## src/verilog/tcc_map.svh

```systemverilog
// Register offsets, field positions, reset values and counts of the timer.
`ifndef TCC_MAP_SVH
`define TCC_MAP_SVH
//------------------------------------------
// Register byte offsets
//------------------------------------------
`define TCC_OFF_CTRL 12'h000
`define TCC_OFF_COUNT 12'h004
`define TCC_OFF_RELOAD 12'h008
`define TCC_OFF_CCMODE 12'h00c
`define TCC_OFF_CC0 12'h010
`define TCC_OFF_STATUS 12'h020
`define TCC_OFF_CLEAR 12'h024
`define TCC_OFF_INTEN 12'h028
`define TCC_OFF_CMPOUT 12'h02c
`define TCC_CC_STRIDE 12'h004
//------------------------------------------
// Field positions
//------------------------------------------
`define TCC_CTRL_RUN_LSB 0
`define TCC_CTRL_PRESC_BIT 2
`define TCC_CTRL_RLD_BIT 3
`define TCC_CTRL_W 4
`define TCC_ST_OVF 0
`define TCC_ST_RLD 1
`define TCC_ST_MATCH_LSB 2
//------------------------------------------
// Reset values and counts
//------------------------------------------
`define TCC_CTRL_RST 4'h0
`define TCC_PRESC_W 5
`define TCC_PRESC_FAST 5'h0c
`define TCC_PRESC_SLOW 5'h18
`endif

```

## src/verilog/tcc_pkg.sv

```systemverilog
// Types shared by the timer and its compare/capture channels.
package tcc_pkg;
    // Counting source of the timer.
    typedef enum logic [1:0] {
        TCC_RUN_STOP = 2'h0,
        TCC_RUN_TIMER = 2'h1,
        TCC_RUN_EVENT = 2'h2,
        TCC_RUN_GATED = 2'h3
    } tcc_run_e;
    // Function of one compare/capture channel.
    typedef enum logic [1:0] {
        TCC_CC_OFF = 2'h0,
        TCC_CC_COMPARE = 2'h1,
        TCC_CC_CAP_EXT = 2'h2,
        TCC_CC_CAP_SW = 2'h3
    } tcc_ccmode_e;
endpackage : tcc_pkg

```

## src/verilog/tcc_channel.sv

```systemverilog
// One compare/capture channel of the timer.
`timescale 1ns/1ns
`default_nettype none
module tcc_channel
    import tcc_pkg::*;
#(
    parameter int CNT_W = 16
) (
    input wire logic pclk,
    input wire logic presetn,
    input wire tcc_ccmode_e mode,
    input wire logic wr_en,
    input wire logic [CNT_W-1:0] wr_data,
    input wire logic [CNT_W-1:0] count,
    input wire logic cap_in,
    output logic [CNT_W-1:0] cc_value,
    output logic cmp_out,
    output logic match,
    output logic cap
);
    logic [CNT_W-1:0] cc_q, cc_d;
    logic cap_prev_q, cmp_q, cmp_d, eq_q, eq_d, match_q, match_d, cap_q, cap_d;
    logic cap_fall;

    // Capture, compare and edge detection next values.
    always_comb begin
        cap_fall = cap_prev_q & ~cap_in; // RULE12
        cap_d = ((mode == TCC_CC_CAP_EXT) && cap_fall) || // RULE9
                ((mode == TCC_CC_CAP_SW) && wr_en); // RULE10
        cc_d = cc_q;
        if (cap_d) begin
            cc_d = count; // RULE9 RULE10
        end else if (wr_en) begin
            cc_d = wr_data;
        end
        eq_d = (mode == TCC_CC_COMPARE) && (count == cc_q); // RULE7
        match_d = eq_d & ~eq_q; // RULE8
        cmp_d = (mode == TCC_CC_COMPARE) && (count >= cc_q); // RULE8
    end

    // State registers of the channel.
    always_ff @(posedge pclk or negedge presetn) begin
        if (!presetn) begin
            cc_q <= '0;
            cap_prev_q <= 1'b0;
            cmp_q <= 1'b0;
            eq_q <= 1'b0;
            match_q <= 1'b0;
            cap_q <= 1'b0;
        end else begin
            cc_q <= cc_d;
            cap_prev_q <= cap_in;
            cmp_q <= cmp_d;
            eq_q <= eq_d;
            match_q <= match_d;
            cap_q <= cap_d;
        end
    end

    assign cc_value = cc_q;
    assign cmp_out = cmp_q;
    assign match = match_q;
    assign cap = cap_q;
endmodule : tcc_channel
`default_nettype wire

```

## src/verilog/tcc_timer.sv

```systemverilog
// Timer/counter with compare/capture channels behind an APB slave.
//------------------------------------------
// Notes on behaviour
// RULE1 - In timer mode the count steps once every 12 or every 24 clocks.
// RULE2 - In event mode the count steps on a 1-to-0 change of the count input, sampled each cycle.
// RULE3 - The step for a detected falling count input lands one cycle after detection.
// RULE4 - In gated mode the count steps only while the gate input is high and holds otherwise.
// RULE5 - In reload mode 0 every overflow loads the reload value into the count.
// RULE6 - In reload mode 1 a falling reload trigger input loads the reload value.
// RULE7 - The count is compared continuously with each of the four channel registers.
// RULE8 - Each compare drives its compare output line and raises its match interrupt.
// RULE9 - Capture mode 0 latches the count into the channel on its falling capture input.
// RULE10 - Capture mode 1 latches the count into the channel on a software write to it.
// RULE11 - A wrap from all ones to zero sets a sticky overflow flag that can interrupt.
// RULE12 - Outside inputs hold each level for at least one cycle so every edge is seen.
//------------------------------------------
//
// Added by the designer: register access over APB and the register offsets.
`timescale 1ns/1ns
`default_nettype none
`include "tcc_map.svh"

module tcc_timer
    import tcc_pkg::*;
#(
    parameter int CNT_W = 16,
    parameter int NUM_CC = 4
) (
    input wire logic pclk,
    input wire logic presetn,
    input wire logic psel,
    input wire logic penable,
    input wire logic pwrite,
    input wire logic [11:0] paddr,
    input wire logic [31:0] pwdata,
    output logic [31:0] prdata,
    output logic pready,
    output logic pslverr,
    input wire logic count_event_input,
    input wire logic gate_input,
    input wire logic reload_trigger_input,
    input wire logic [NUM_CC-1:0] capture_event_input,
    output logic [NUM_CC-1:0] compare_out,
    output logic irq
);
    localparam int ST_W = 2 + 2 * NUM_CC;
    localparam int CAP_LSB = `TCC_ST_MATCH_LSB + NUM_CC;

    //------------------------------------------
    // Elaboration checks
    //------------------------------------------
    if (CNT_W < 8 || CNT_W > 32) begin : g_bad_width
        $error("counter width must lie between 8 and 32");
    end
    if (NUM_CC < 1 || NUM_CC > 4) begin : g_bad_cc
        $error("between one and four channels fit the register map");
    end

    //------------------------------------------
    // Declarations
    //------------------------------------------
    logic [`TCC_CTRL_W-1:0] ctrl_q, ctrl_d;
    logic [CNT_W-1:0] count_q, count_d, reload_q, reload_d;
    logic [2*NUM_CC-1:0] ccmode_q, ccmode_d;
    logic [ST_W-1:0] status_q, status_d, inten_q, inten_d, st_set, st_clr;
    logic [`TCC_PRESC_W-1:0] presc_q, presc_d, presc_last;
    logic cnt_prev_q, cnt_fall_q, cnt_fall_d, rld_prev_q, rld_fall;
    logic tick, advance, ovf, rld_req, irq_q, irq_d;
    logic [31:0] prdata_q, prdata_d;
    logic pslverr_q, pslverr_d;
    logic acc, bus_wr, setup, ctrl_wr, count_wr;
    logic [NUM_CC-1:0] cc_wr, cc_match, cc_cap, cmp_q;
    logic [CNT_W-1:0] cc_val [NUM_CC];
    tcc_run_e run;
    logic presc_slow, rld_mode;

    //------------------------------------------
    // Bus decode
    //------------------------------------------
    // APB answers in the access cycle; writes land at that edge.
    assign acc = psel & penable;
    assign setup = psel & ~penable;
    assign bus_wr = acc & pwrite;
    assign ctrl_wr = bus_wr && (paddr == `TCC_OFF_CTRL);
    assign count_wr = bus_wr && (paddr == `TCC_OFF_COUNT);
    assign pready = 1'b1;
    assign prdata = prdata_q;
    assign pslverr = pslverr_q;

    // Control fields.
    assign run = tcc_run_e'(ctrl_q[`TCC_CTRL_RUN_LSB +: 2]);
    assign presc_slow = ctrl_q[`TCC_CTRL_PRESC_BIT];
    assign rld_mode = ctrl_q[`TCC_CTRL_RLD_BIT];

    //------------------------------------------
    // Prescaler
    //------------------------------------------
    // Divides the clock into a tick every 12 or 24 cycles.
    always_comb begin
        presc_last = presc_slow ? (`TCC_PRESC_SLOW - 5'h01) : (`TCC_PRESC_FAST - 5'h01);
        tick = 1'b0;
        presc_d = presc_q;
        if (ctrl_wr || run == TCC_RUN_STOP || run == TCC_RUN_EVENT) begin
            presc_d = '0;
        end else if (presc_q == presc_last) begin
            tick = 1'b1; // RULE1
            presc_d = '0;
        end else begin
            presc_d = presc_q + 5'h01;
        end
    end

    // Prescaler register.
    always_ff @(posedge pclk or negedge presetn) begin
        if (!presetn) begin
            presc_q <= '0;
        end else begin
            presc_q <= presc_d;
        end
    end

    //------------------------------------------
    // Input edge detection
    //------------------------------------------
    // Inputs are sampled once per cycle; a level shorter than a cycle can be missed.
    always_comb begin
        cnt_fall_d = cnt_prev_q & ~count_event_input; // RULE2 RULE12
        rld_fall = rld_prev_q & ~reload_trigger_input; // RULE12
    end

    // Sampled input levels and the delayed count edge.
    always_ff @(posedge pclk or negedge presetn) begin
        if (!presetn) begin
            cnt_prev_q <= 1'b0;
            cnt_fall_q <= 1'b0;
            rld_prev_q <= 1'b0;
        end else begin
            cnt_prev_q <= count_event_input;
            cnt_fall_q <= cnt_fall_d; // RULE3
            rld_prev_q <= reload_trigger_input;
        end
    end

    //------------------------------------------
    // Counter
    //------------------------------------------
    // Selects the step source, then applies write, reload or step.
    always_comb begin
        case (run)
            TCC_RUN_TIMER: advance = tick; // RULE1
            TCC_RUN_EVENT: advance = cnt_fall_q; // RULE2 RULE3
            TCC_RUN_GATED: advance = tick & gate_input; // RULE4
            default: advance = 1'b0;
        endcase
        ovf = advance && (count_q == {CNT_W{1'b1}}); // RULE11
        rld_req = (!rld_mode && ovf) || (rld_mode && rld_fall); // RULE5 RULE6
        count_d = count_q;
        if (count_wr) begin
            count_d = pwdata[CNT_W-1:0];
        end else if (rld_req) begin
            count_d = reload_q; // RULE5 RULE6
        end else if (advance) begin
            count_d = count_q + {{(CNT_W-1){1'b0}}, 1'b1};
        end
    end

    // Counter register.
    always_ff @(posedge pclk or negedge presetn) begin
        if (!presetn) begin
            count_q <= '0;
        end else begin
            count_q <= count_d;
        end
    end

    //------------------------------------------
    // Compare/capture channels
    //------------------------------------------
    // One channel per compare/capture register.
    for (genvar g = 0; g < NUM_CC; g++) begin : g_cc
        localparam logic [11:0] CC_ADDR = `TCC_OFF_CC0 + 12'(g) * `TCC_CC_STRIDE;
        assign cc_wr[g] = bus_wr && (paddr == CC_ADDR);
        tcc_channel #(
            .CNT_W(CNT_W)
        ) u_cc (
            .pclk(pclk),
            .presetn(presetn),
            .mode(tcc_ccmode_e'(ccmode_q[2*g +: 2])),
            .wr_en(cc_wr[g]),
            .wr_data(pwdata[CNT_W-1:0]),
            .count(count_q),
            .cap_in(capture_event_input[g]),
            .cc_value(cc_val[g]),
            .cmp_out(cmp_q[g]),
            .match(cc_match[g]),
            .cap(cc_cap[g])
        );
    end
    assign compare_out = cmp_q; // RULE8

    //------------------------------------------
    // Configuration, status and interrupt
    //------------------------------------------
    // Software writes; hardware events set sticky bits and win over a clear.
    always_comb begin
        ctrl_d = ctrl_wr ? pwdata[`TCC_CTRL_W-1:0] : ctrl_q;
        reload_d = (bus_wr && paddr == `TCC_OFF_RELOAD) ? pwdata[CNT_W-1:0] : reload_q;
        ccmode_d = (bus_wr && paddr == `TCC_OFF_CCMODE) ? pwdata[2*NUM_CC-1:0] : ccmode_q;
        inten_d = (bus_wr && paddr == `TCC_OFF_INTEN) ? pwdata[ST_W-1:0] : inten_q;
        st_clr = (bus_wr && paddr == `TCC_OFF_CLEAR) ? pwdata[ST_W-1:0] : '0;
        st_set = '0;
        st_set[`TCC_ST_OVF] = ovf; // RULE11
        st_set[`TCC_ST_RLD] = rld_mode && rld_fall;
        st_set[`TCC_ST_MATCH_LSB +: NUM_CC] = cc_match; // RULE8
        st_set[CAP_LSB +: NUM_CC] = cc_cap;
        status_d = (status_q & ~st_clr) | st_set;
        irq_d = |(status_d & inten_d);
    end

    // Configuration and status registers.
    always_ff @(posedge pclk or negedge presetn) begin
        if (!presetn) begin
            ctrl_q <= `TCC_CTRL_RST;
            reload_q <= '0;
            ccmode_q <= '0;
            inten_q <= '0;
            status_q <= '0;
            irq_q <= 1'b0;
        end else begin
            ctrl_q <= ctrl_d;
            reload_q <= reload_d;
            ccmode_q <= ccmode_d;
            inten_q <= inten_d;
            status_q <= status_d;
            irq_q <= irq_d;
        end
    end
    assign irq = irq_q;

    //------------------------------------------
    // Read data
    //------------------------------------------
    // Read data and error are prepared in the setup cycle.
    always_comb begin
        prdata_d = prdata_q;
        pslverr_d = pslverr_q;
        if (setup) begin
            prdata_d = 32'h0000_0000;
            pslverr_d = 1'b0;
            case (paddr)
                `TCC_OFF_CTRL: prdata_d[`TCC_CTRL_W-1:0] = ctrl_q;
                `TCC_OFF_COUNT: prdata_d[CNT_W-1:0] = count_q;
                `TCC_OFF_RELOAD: prdata_d[CNT_W-1:0] = reload_q;
                `TCC_OFF_CCMODE: prdata_d[2*NUM_CC-1:0] = ccmode_q;
                `TCC_OFF_STATUS: prdata_d[ST_W-1:0] = status_q;
                `TCC_OFF_CLEAR: prdata_d = 32'h0000_0000;
                `TCC_OFF_INTEN: prdata_d[ST_W-1:0] = inten_q;
                `TCC_OFF_CMPOUT: prdata_d[NUM_CC-1:0] = cmp_q;
                default: pslverr_d = 1'b1;
            endcase
            for (int i = 0; i < NUM_CC; i++) begin
                if (paddr == `TCC_OFF_CC0 + 12'(i) * `TCC_CC_STRIDE) begin
                    prdata_d[CNT_W-1:0] = cc_val[i];
                    pslverr_d = 1'b0;
                end
            end
        end
    end

    // Read data registers.
    always_ff @(posedge pclk or negedge presetn) begin
        if (!presetn) begin
            prdata_q <= 32'h0000_0000;
            pslverr_q <= 1'b0;
        end else begin
            prdata_q <= prdata_d;
            pslverr_q <= pslverr_d;
        end
    end

    // Helper: cycles since the last tick while the setting is unchanged.
    logic [`TCC_PRESC_W-1:0] gap_q;
    logic gap_ok_q;
    always_ff @(posedge pclk or negedge presetn) begin
        if (!presetn) begin
            gap_q <= '0;
            gap_ok_q <= 1'b0;
        end else if (ctrl_wr || !(run == TCC_RUN_TIMER || run == TCC_RUN_GATED)) begin
            gap_q <= '0;
            gap_ok_q <= 1'b0;
        end else if (tick) begin
            gap_q <= '0;
            gap_ok_q <= 1'b1;
        end else begin
            gap_q <= gap_q + 5'h01;
        end
    end
endmodule : tcc_timer
`default_nettype wire

```

## config.mk

```make
export PLATFORM = sky130hd
export DESIGN_NAME = tcc_timer
export DESIGN_NICKNAME = d
export VERILOG_FILES = /design/src/verilog/tcc_pkg.sv /design/src/verilog/tcc_channel.sv /design/src/verilog/tcc_timer.sv
export VERILOG_INCLUDE_DIRS = /design/src /design/src/verilog
export SDC_FILE = /design/constraint.sdc
export NUM_CORES = 1
export LEC_CHECK = 0
export BUFFER_PORTS_ARGS = -buffer_cell sky130_fd_sc_hd__buf_2
export CELL_PAD_IN_SITES_DETAIL_PLACEMENT = 1
export CELL_PAD_IN_SITES_GLOBAL_PLACEMENT = 1
export CORE_UTILIZATION = 47
export CTS_CLUSTER_DIAMETER = 50
export DETAILED_ROUTE_END_ITERATION = 8
export GPL_ROUTABILITY_DRIVEN = 1
export PLACE_DENSITY_LB_ADDON = 0.1
export SYNTH_ARGS = -nofsm -noshare
export SYNTH_HDL_FRONTEND = slang
export SYNTH_SLANG_ARGS = --single-unit
```

## constraint.sdc

```tcl
create_clock -name pclk -period 5.3 [get_ports pclk]
set_input_delay 0.265 -clock pclk [delete_from_list [all_inputs] [get_ports pclk]]
set_output_delay 0.265 -clock pclk [all_outputs]
set_load 0.02 [all_outputs]
```

Word-level counts from Yosys, hierarchy flattened. Index checks and enable logic that the tools add are counted.

Bitwise logic cells: 29. Eq/ne operators: 32. Reduce and logical (&&, ||, !) cells: 46. Magnitude comparators: 4. $add $sub $neg: 2. Muxes and demuxes: 32.

Operators by type and width (count): $mux W16 (15); $eq A16 B16 Y1 (4); $ge A16 B16 Y1 (4); $eq A12 B5 Y1 const B (4); $eq A12 B6 Y1 const B (4); $logic_and A1 B1 Y1 (29); $pmux W4 S7 (1); $eq A12 B4 Y1 const B (2); $and A10 B10 Y10 (2); $eq A2 B2 Y1 const B (10); $mux W10 (2); $pmux W4 S5 (1); $add A16 B1 Y16 const B (1); $eq A16 B16 Y1 const B (1); $mux W5 (3); $and A1 B1 Y1 (14); $eq A12 B3 Y1 const B (1); $logic_not A12 Y1 (1); $pmux W6 S2 (1); $not A1 Y1 (11); $eq A2 B1 Y1 const B (5); $not A10 Y10 (1); $or A10 B10 Y10 (1); $reduce_or A10 Y1 (1); other kinds (11) (26).

Output and inout port bits: 39. Bits in registers: 174. Word-level logic and storage cells: 182.

Logic depth before layout (Yosys ltp).
Word-level depth: 13. Mapped depth: 10. Mapped depth without buffers: 8.

Cells and area by module. From an unflattened synthesis, not the netlist that was laid out.

Cell total of the unflattened synthesis: 1092. Area total of the unflattened synthesis: 10532.6 µm².

Modules (own cells, without submodules): tcc_timer (area each 5487.8 µm², instances 1, cells each 576, sequential area each 2252.2 µm²); tcc_channel (area each 1261.2 µm², instances 4, cells each 129, sequential area each 525.5 µm²).

Least setup slack after synthesis. No wires, ideal clock.

Path type: register to register. Start: register presc_q[2]. End: register count_q[10]. Setup time: 126 ps. Arrival: 2135 ps. Cell stages (with the launch flop): 8. Setup slack: 3039 ps. Cell sequence: dfrtp_1 > or4b_4 > a2111oi_4 > a22oi_2 > or2_1 > buf_6 > o32ai_2 > nor3_1.

Longest elaborated chain between the ends: 10. Elaborated cells on any way between the ends: 11.

RTL lines: from (decl) (line tcc_timer.sv:66) `` logic [`TCC_PRESC_W-1:0] presc_q, presc_d, presc_last; ``; from (signal assigned) (line tcc_timer.sv:118) `presc_q <= presc_d;`; $eq A5 B5 Y1 * (line tcc_timer.sv:105) `end else if (presc_q == presc_last) begin`; $mux W1 * (line tcc_timer.sv:105); $mux W1 * (line tcc_timer.sv:103) `if (ctrl_wr || run == TCC_RUN_STOP || run == TCC_RUN_EVENT) begin`; $and A1 B1 Y1 (line tcc_timer.sv:152) `TCC_RUN_GATED: advance = tick & gate_input;`; $pmux W1 S3 * (line tcc_timer.sv:149) `case (run)`; $logic_and A1 B1 Y1 (line tcc_timer.sv:155) `ovf = advance && (count_q == {CNT_W{1'b1}});`; $logic_and A1 B1 Y1 (line tcc_timer.sv:156) `rld_req = (!rld_mode && ovf) || (rld_mode && rld_fall);`; $logic_or A1 B1 Y1 (line tcc_timer.sv:156); $mux W16 (line tcc_timer.sv:160) `end else if (rld_req) begin`; $mux W16 (line tcc_timer.sv:158) `if (count_wr) begin`; to (signal assigned) (line tcc_timer.sv:172) `count_q <= count_d;`; to (decl) (line tcc_timer.sv:63) `logic [CNT_W-1:0] count_q, count_d, reload_q, reload_d;`.

Mark *: on every way between the ends. The rest lies on a longest branch, timed or not. A chain may end at the register's enable or synchronous reset.

Final worst setup path.
Start: register count_q[1]. End: register count_q[15].

Longest elaborated chain between the ends: 6. Elaborated cells on any way between the ends: 9.

RTL lines: branches (longest 6 deep; another with $add A16 B1 Y16).

Parallel ways; which one is timed is not known. The select of a mux whose other input is x is not followed.

==> results.txt <==
outcome -> completed
post-synthesis cell count -> 1162
Hold Vio Cnt, Final -> 0
CTS root buffer -> clkbuf_16
Internal Power -> 2.55 mW
LEAKAGE -> 5.02 nW
max-slew violations -> 0
CTS tree -> yes
EDFF count, synth -> 0
Final setup viols -> 0
min Tclk post-route -> 3.53 ns
number of synthesized register bits -> 174
fin util -> 52.3%
initial antenna violation count -> 0
Peak supply drop -> 207 µV
Post-Syn Area -> 0.0108 mm²
core area -> 0.0226 mm²
hold depth -> 3
Worst Skew -> 0.0121 ns
area post-placement -> 0.0112 mm²
FP Rows -> 55
Die Ht -> 153 µm
final setup margin -> 1.77 ns
ANT cells -> 0
Initial DRC Count -> 653
Synth top cells by count -> 174 x dfrtp_1, 102 x nand2_1, 86 x o21ai_0
share of layout cells above drive strength 1 -> 13.3%
Pwr Density -> 346 mW/mm²
final period utilization -> 66.6%
hold slack -> 0.175 ns
# Post-CTS Setup Buffers -> 0
internal reg-to-reg setup slack -> 1.77 ns
via count -> 9208
Cells after DPL -> 1444
CTS clk-pin slew, worst paths -> 0.08 ns
CP Launch Type -> register
leading area contributor after synthesis -> dfrtp_1
top cell type's share of synthesized area -> 40.4%
r2r startpoint -> count_q[1]
Total GRT Usage -> 33.1%
non-filler cells, final -> 1482
# port buffers -> 61
Vias/cell -> 6.21
min-delay src -> pwdata[11]
total power -> 4.08 mW
top cells by area, synth -> dfrtp_1 40%, ha_1 7.7%, mux2i_1 7.3%, o21ai_0 4.0%, nand2_1 3.5%
max-cap violations -> 0
count of different cell masters after synthesis -> 68
Worst-Margin Slew -> 1.22 ns
CTS sink cnt -> 174
fmax -> 283 MHz
num ports -> 95
die width -> 153 µm
area grow syn2layout -> 9.39%
worst-skew pair later-pin latency -> 0.45 ns
DRT Pass-1 Iters -> 5
power share of the sequential group -> 42.9%
Slew headroom -> 18.6%
H-tree depth -> 4
crit-path max FO -> 11
starting density of the core -> 47.8%
Clk pwr share -> 31.2%
R2R depth -> 7
WL/cell -> 25.3 µm
DR DRC count -> 0
Final #Nets -> 1307
first-pass GRT wire length -> 58300 µm
Sw Ratio -> 37.4%
WS Path Type -> register to register
sequential area share after synthesis -> 40.4%
pre-CTS setup slack -> 1.57 ns
design area -> 0.0118 mm²
Crit. End Element -> register
pin count of the biggest net entering global routing -> 76
Psw -> 1.53 mW
Syn. warnings -> 0
Async S/R FF share, synth -> 100%
Worst Hold Class -> input pin to register
Worst Path Required -> 5.64 ns
Num CTS Buffers -> 17
Longest Clk Path Bufs -> 2
RSZ-0062 raised after global routing -> no
Final ANT Viol Nets -> 0
setup TNS -> 0 ns
Detailed Route WL -> 37400 µm
Most used DFF post-synth -> dfrtp_1
Die Footprint -> 0.0236 mm²
Hold Path Sink -> count_q[11]
combinational fraction of design power -> 25.9%
RD Place Congestion -> 0.938
syn_area_per_cell -> 9.28 µm²
vias in the first global route -> 9702
crit path DAT -> 3.87 ns
gr ovfl total -> 0
Reg2Reg Capture Point -> count_q[15]
DPL Wire Length -> 26900 µm
most frequent cell after synthesis -> dfrtp_1
[flip-flops by register name, indices dropped and copies added (netlist names), 5 cells and up]
name	cells
ccmode_q	8
presc_q	5
prdata	16
g_cc.u_cc.cc_value	64
status_q	10
inten_q	10
reload_q	16
count_q	16
[cell usage in the layout (no fill, tap or decap), drive strengths merged, types with 7 or more instances in the layout]
| cell type | synthesis | layout |
|---|---|---|
| a21o | 24 | 24 |
| dfrtp | 174 | 174 |
| conb | 2 | 17 |
| nand4 | 20 | 20 |
| a21oi | 74 | 74 |
| nor3 | 37 | 37 |
| nand3 | 18 | 18 |
| nor2b | 16 | 16 |
| mux2i | 79 | 79 |
| nor2 | 63 | 63 |
| clkbuf | 55 | 20 |
| o22ai | 27 | 27 |
| nand4b | 7 | 7 |
| a22oi | 15 | 15 |
| dlygate4sd3 | 0 | 7 |
| nor4 | 12 | 12 |
| xnor2 | 9 | 9 |
| o21ai | 88 | 88 |
| nand2b | 13 | 13 |
| and2 | 7 | 7 |
| nand2 | 103 | 103 |
| o21a | 8 | 8 |
| inv | 82 | 89 |
| buf | 37 | 73 |
| ha | 66 | 66 |
| mux2 | 30 | 30 |
| o32ai | 9 | 9 |
[layout make-up]
class                   instances  area [µm²]
repair buffers                 81         482
fillers                      2573       10800
clock buffers                  19         443
well taps                     285         357
multi-input cells             829        5730
flip-flops and latches        174        4350
inverters                      82         308
clock inverters                12         128
[how the worst max path moves through the flow]
stage,from,to
2_1_floorplan,presc_q[2],count_q[10]
3_3_place_gp,paddr[4],g_cc[0].u_cc.cc_value[13]
3_5_place_dp,paddr[4],g_cc[2].u_cc.cc_value[11]
4_1_cts,count_q[1],count_q[15]
5_1_grt,count_q[1],count_q[15]
6_report,count_q[1],count_q[15]
[critical path, cell delays in order (launching register included)]
cell and delay (ns):
dfrtp_1 0.72, ha_1 0.37, nand2_1 0.13, nor4_1 0.95, a21o_1 0.27, or2_1 0.52, nor2_1 0.18, a211oi_1 0.29
[kinds of logic after synthesis]
| kind of cell | synth area share, % |
|---|---|
| fa+ha+maj | 7.66 |
| flops | 40.4 |
| buf+inv | 7.15 |
| compound gates | 17.6 |
| other cells | 0.0696 |
| xor+xnor | 1.22 |
| simple gates | 15.5 |
| mux | 10.5 |
[routing by layer]
layer	up-vias	global-route usage [%]	routed length, µm
met5	-	0	0
met4	0	15.7	1690
met3	91	5.56	1970
met2	290	53.7	17600
met1	4640	42.9	16200
li1	4187	-	-
[what timing repair did]
item	CTS	global route
gates resized for setup	0	0
hold endpoints to repair	80	0
hold buffers	7	0
[power groups by stage]
stage	registers (mW)	logic [mW]	clock network (mW)
floorplan	1.54	0.852	0
global placement	1.77	0.979	0
detailed placement	1.77	1.03	0
CTS	1.75	1.05	1.27
global route	1.77	1.19	1.32
finish	1.75	1.06	1.27
Power figures use the tool's default switching activity.
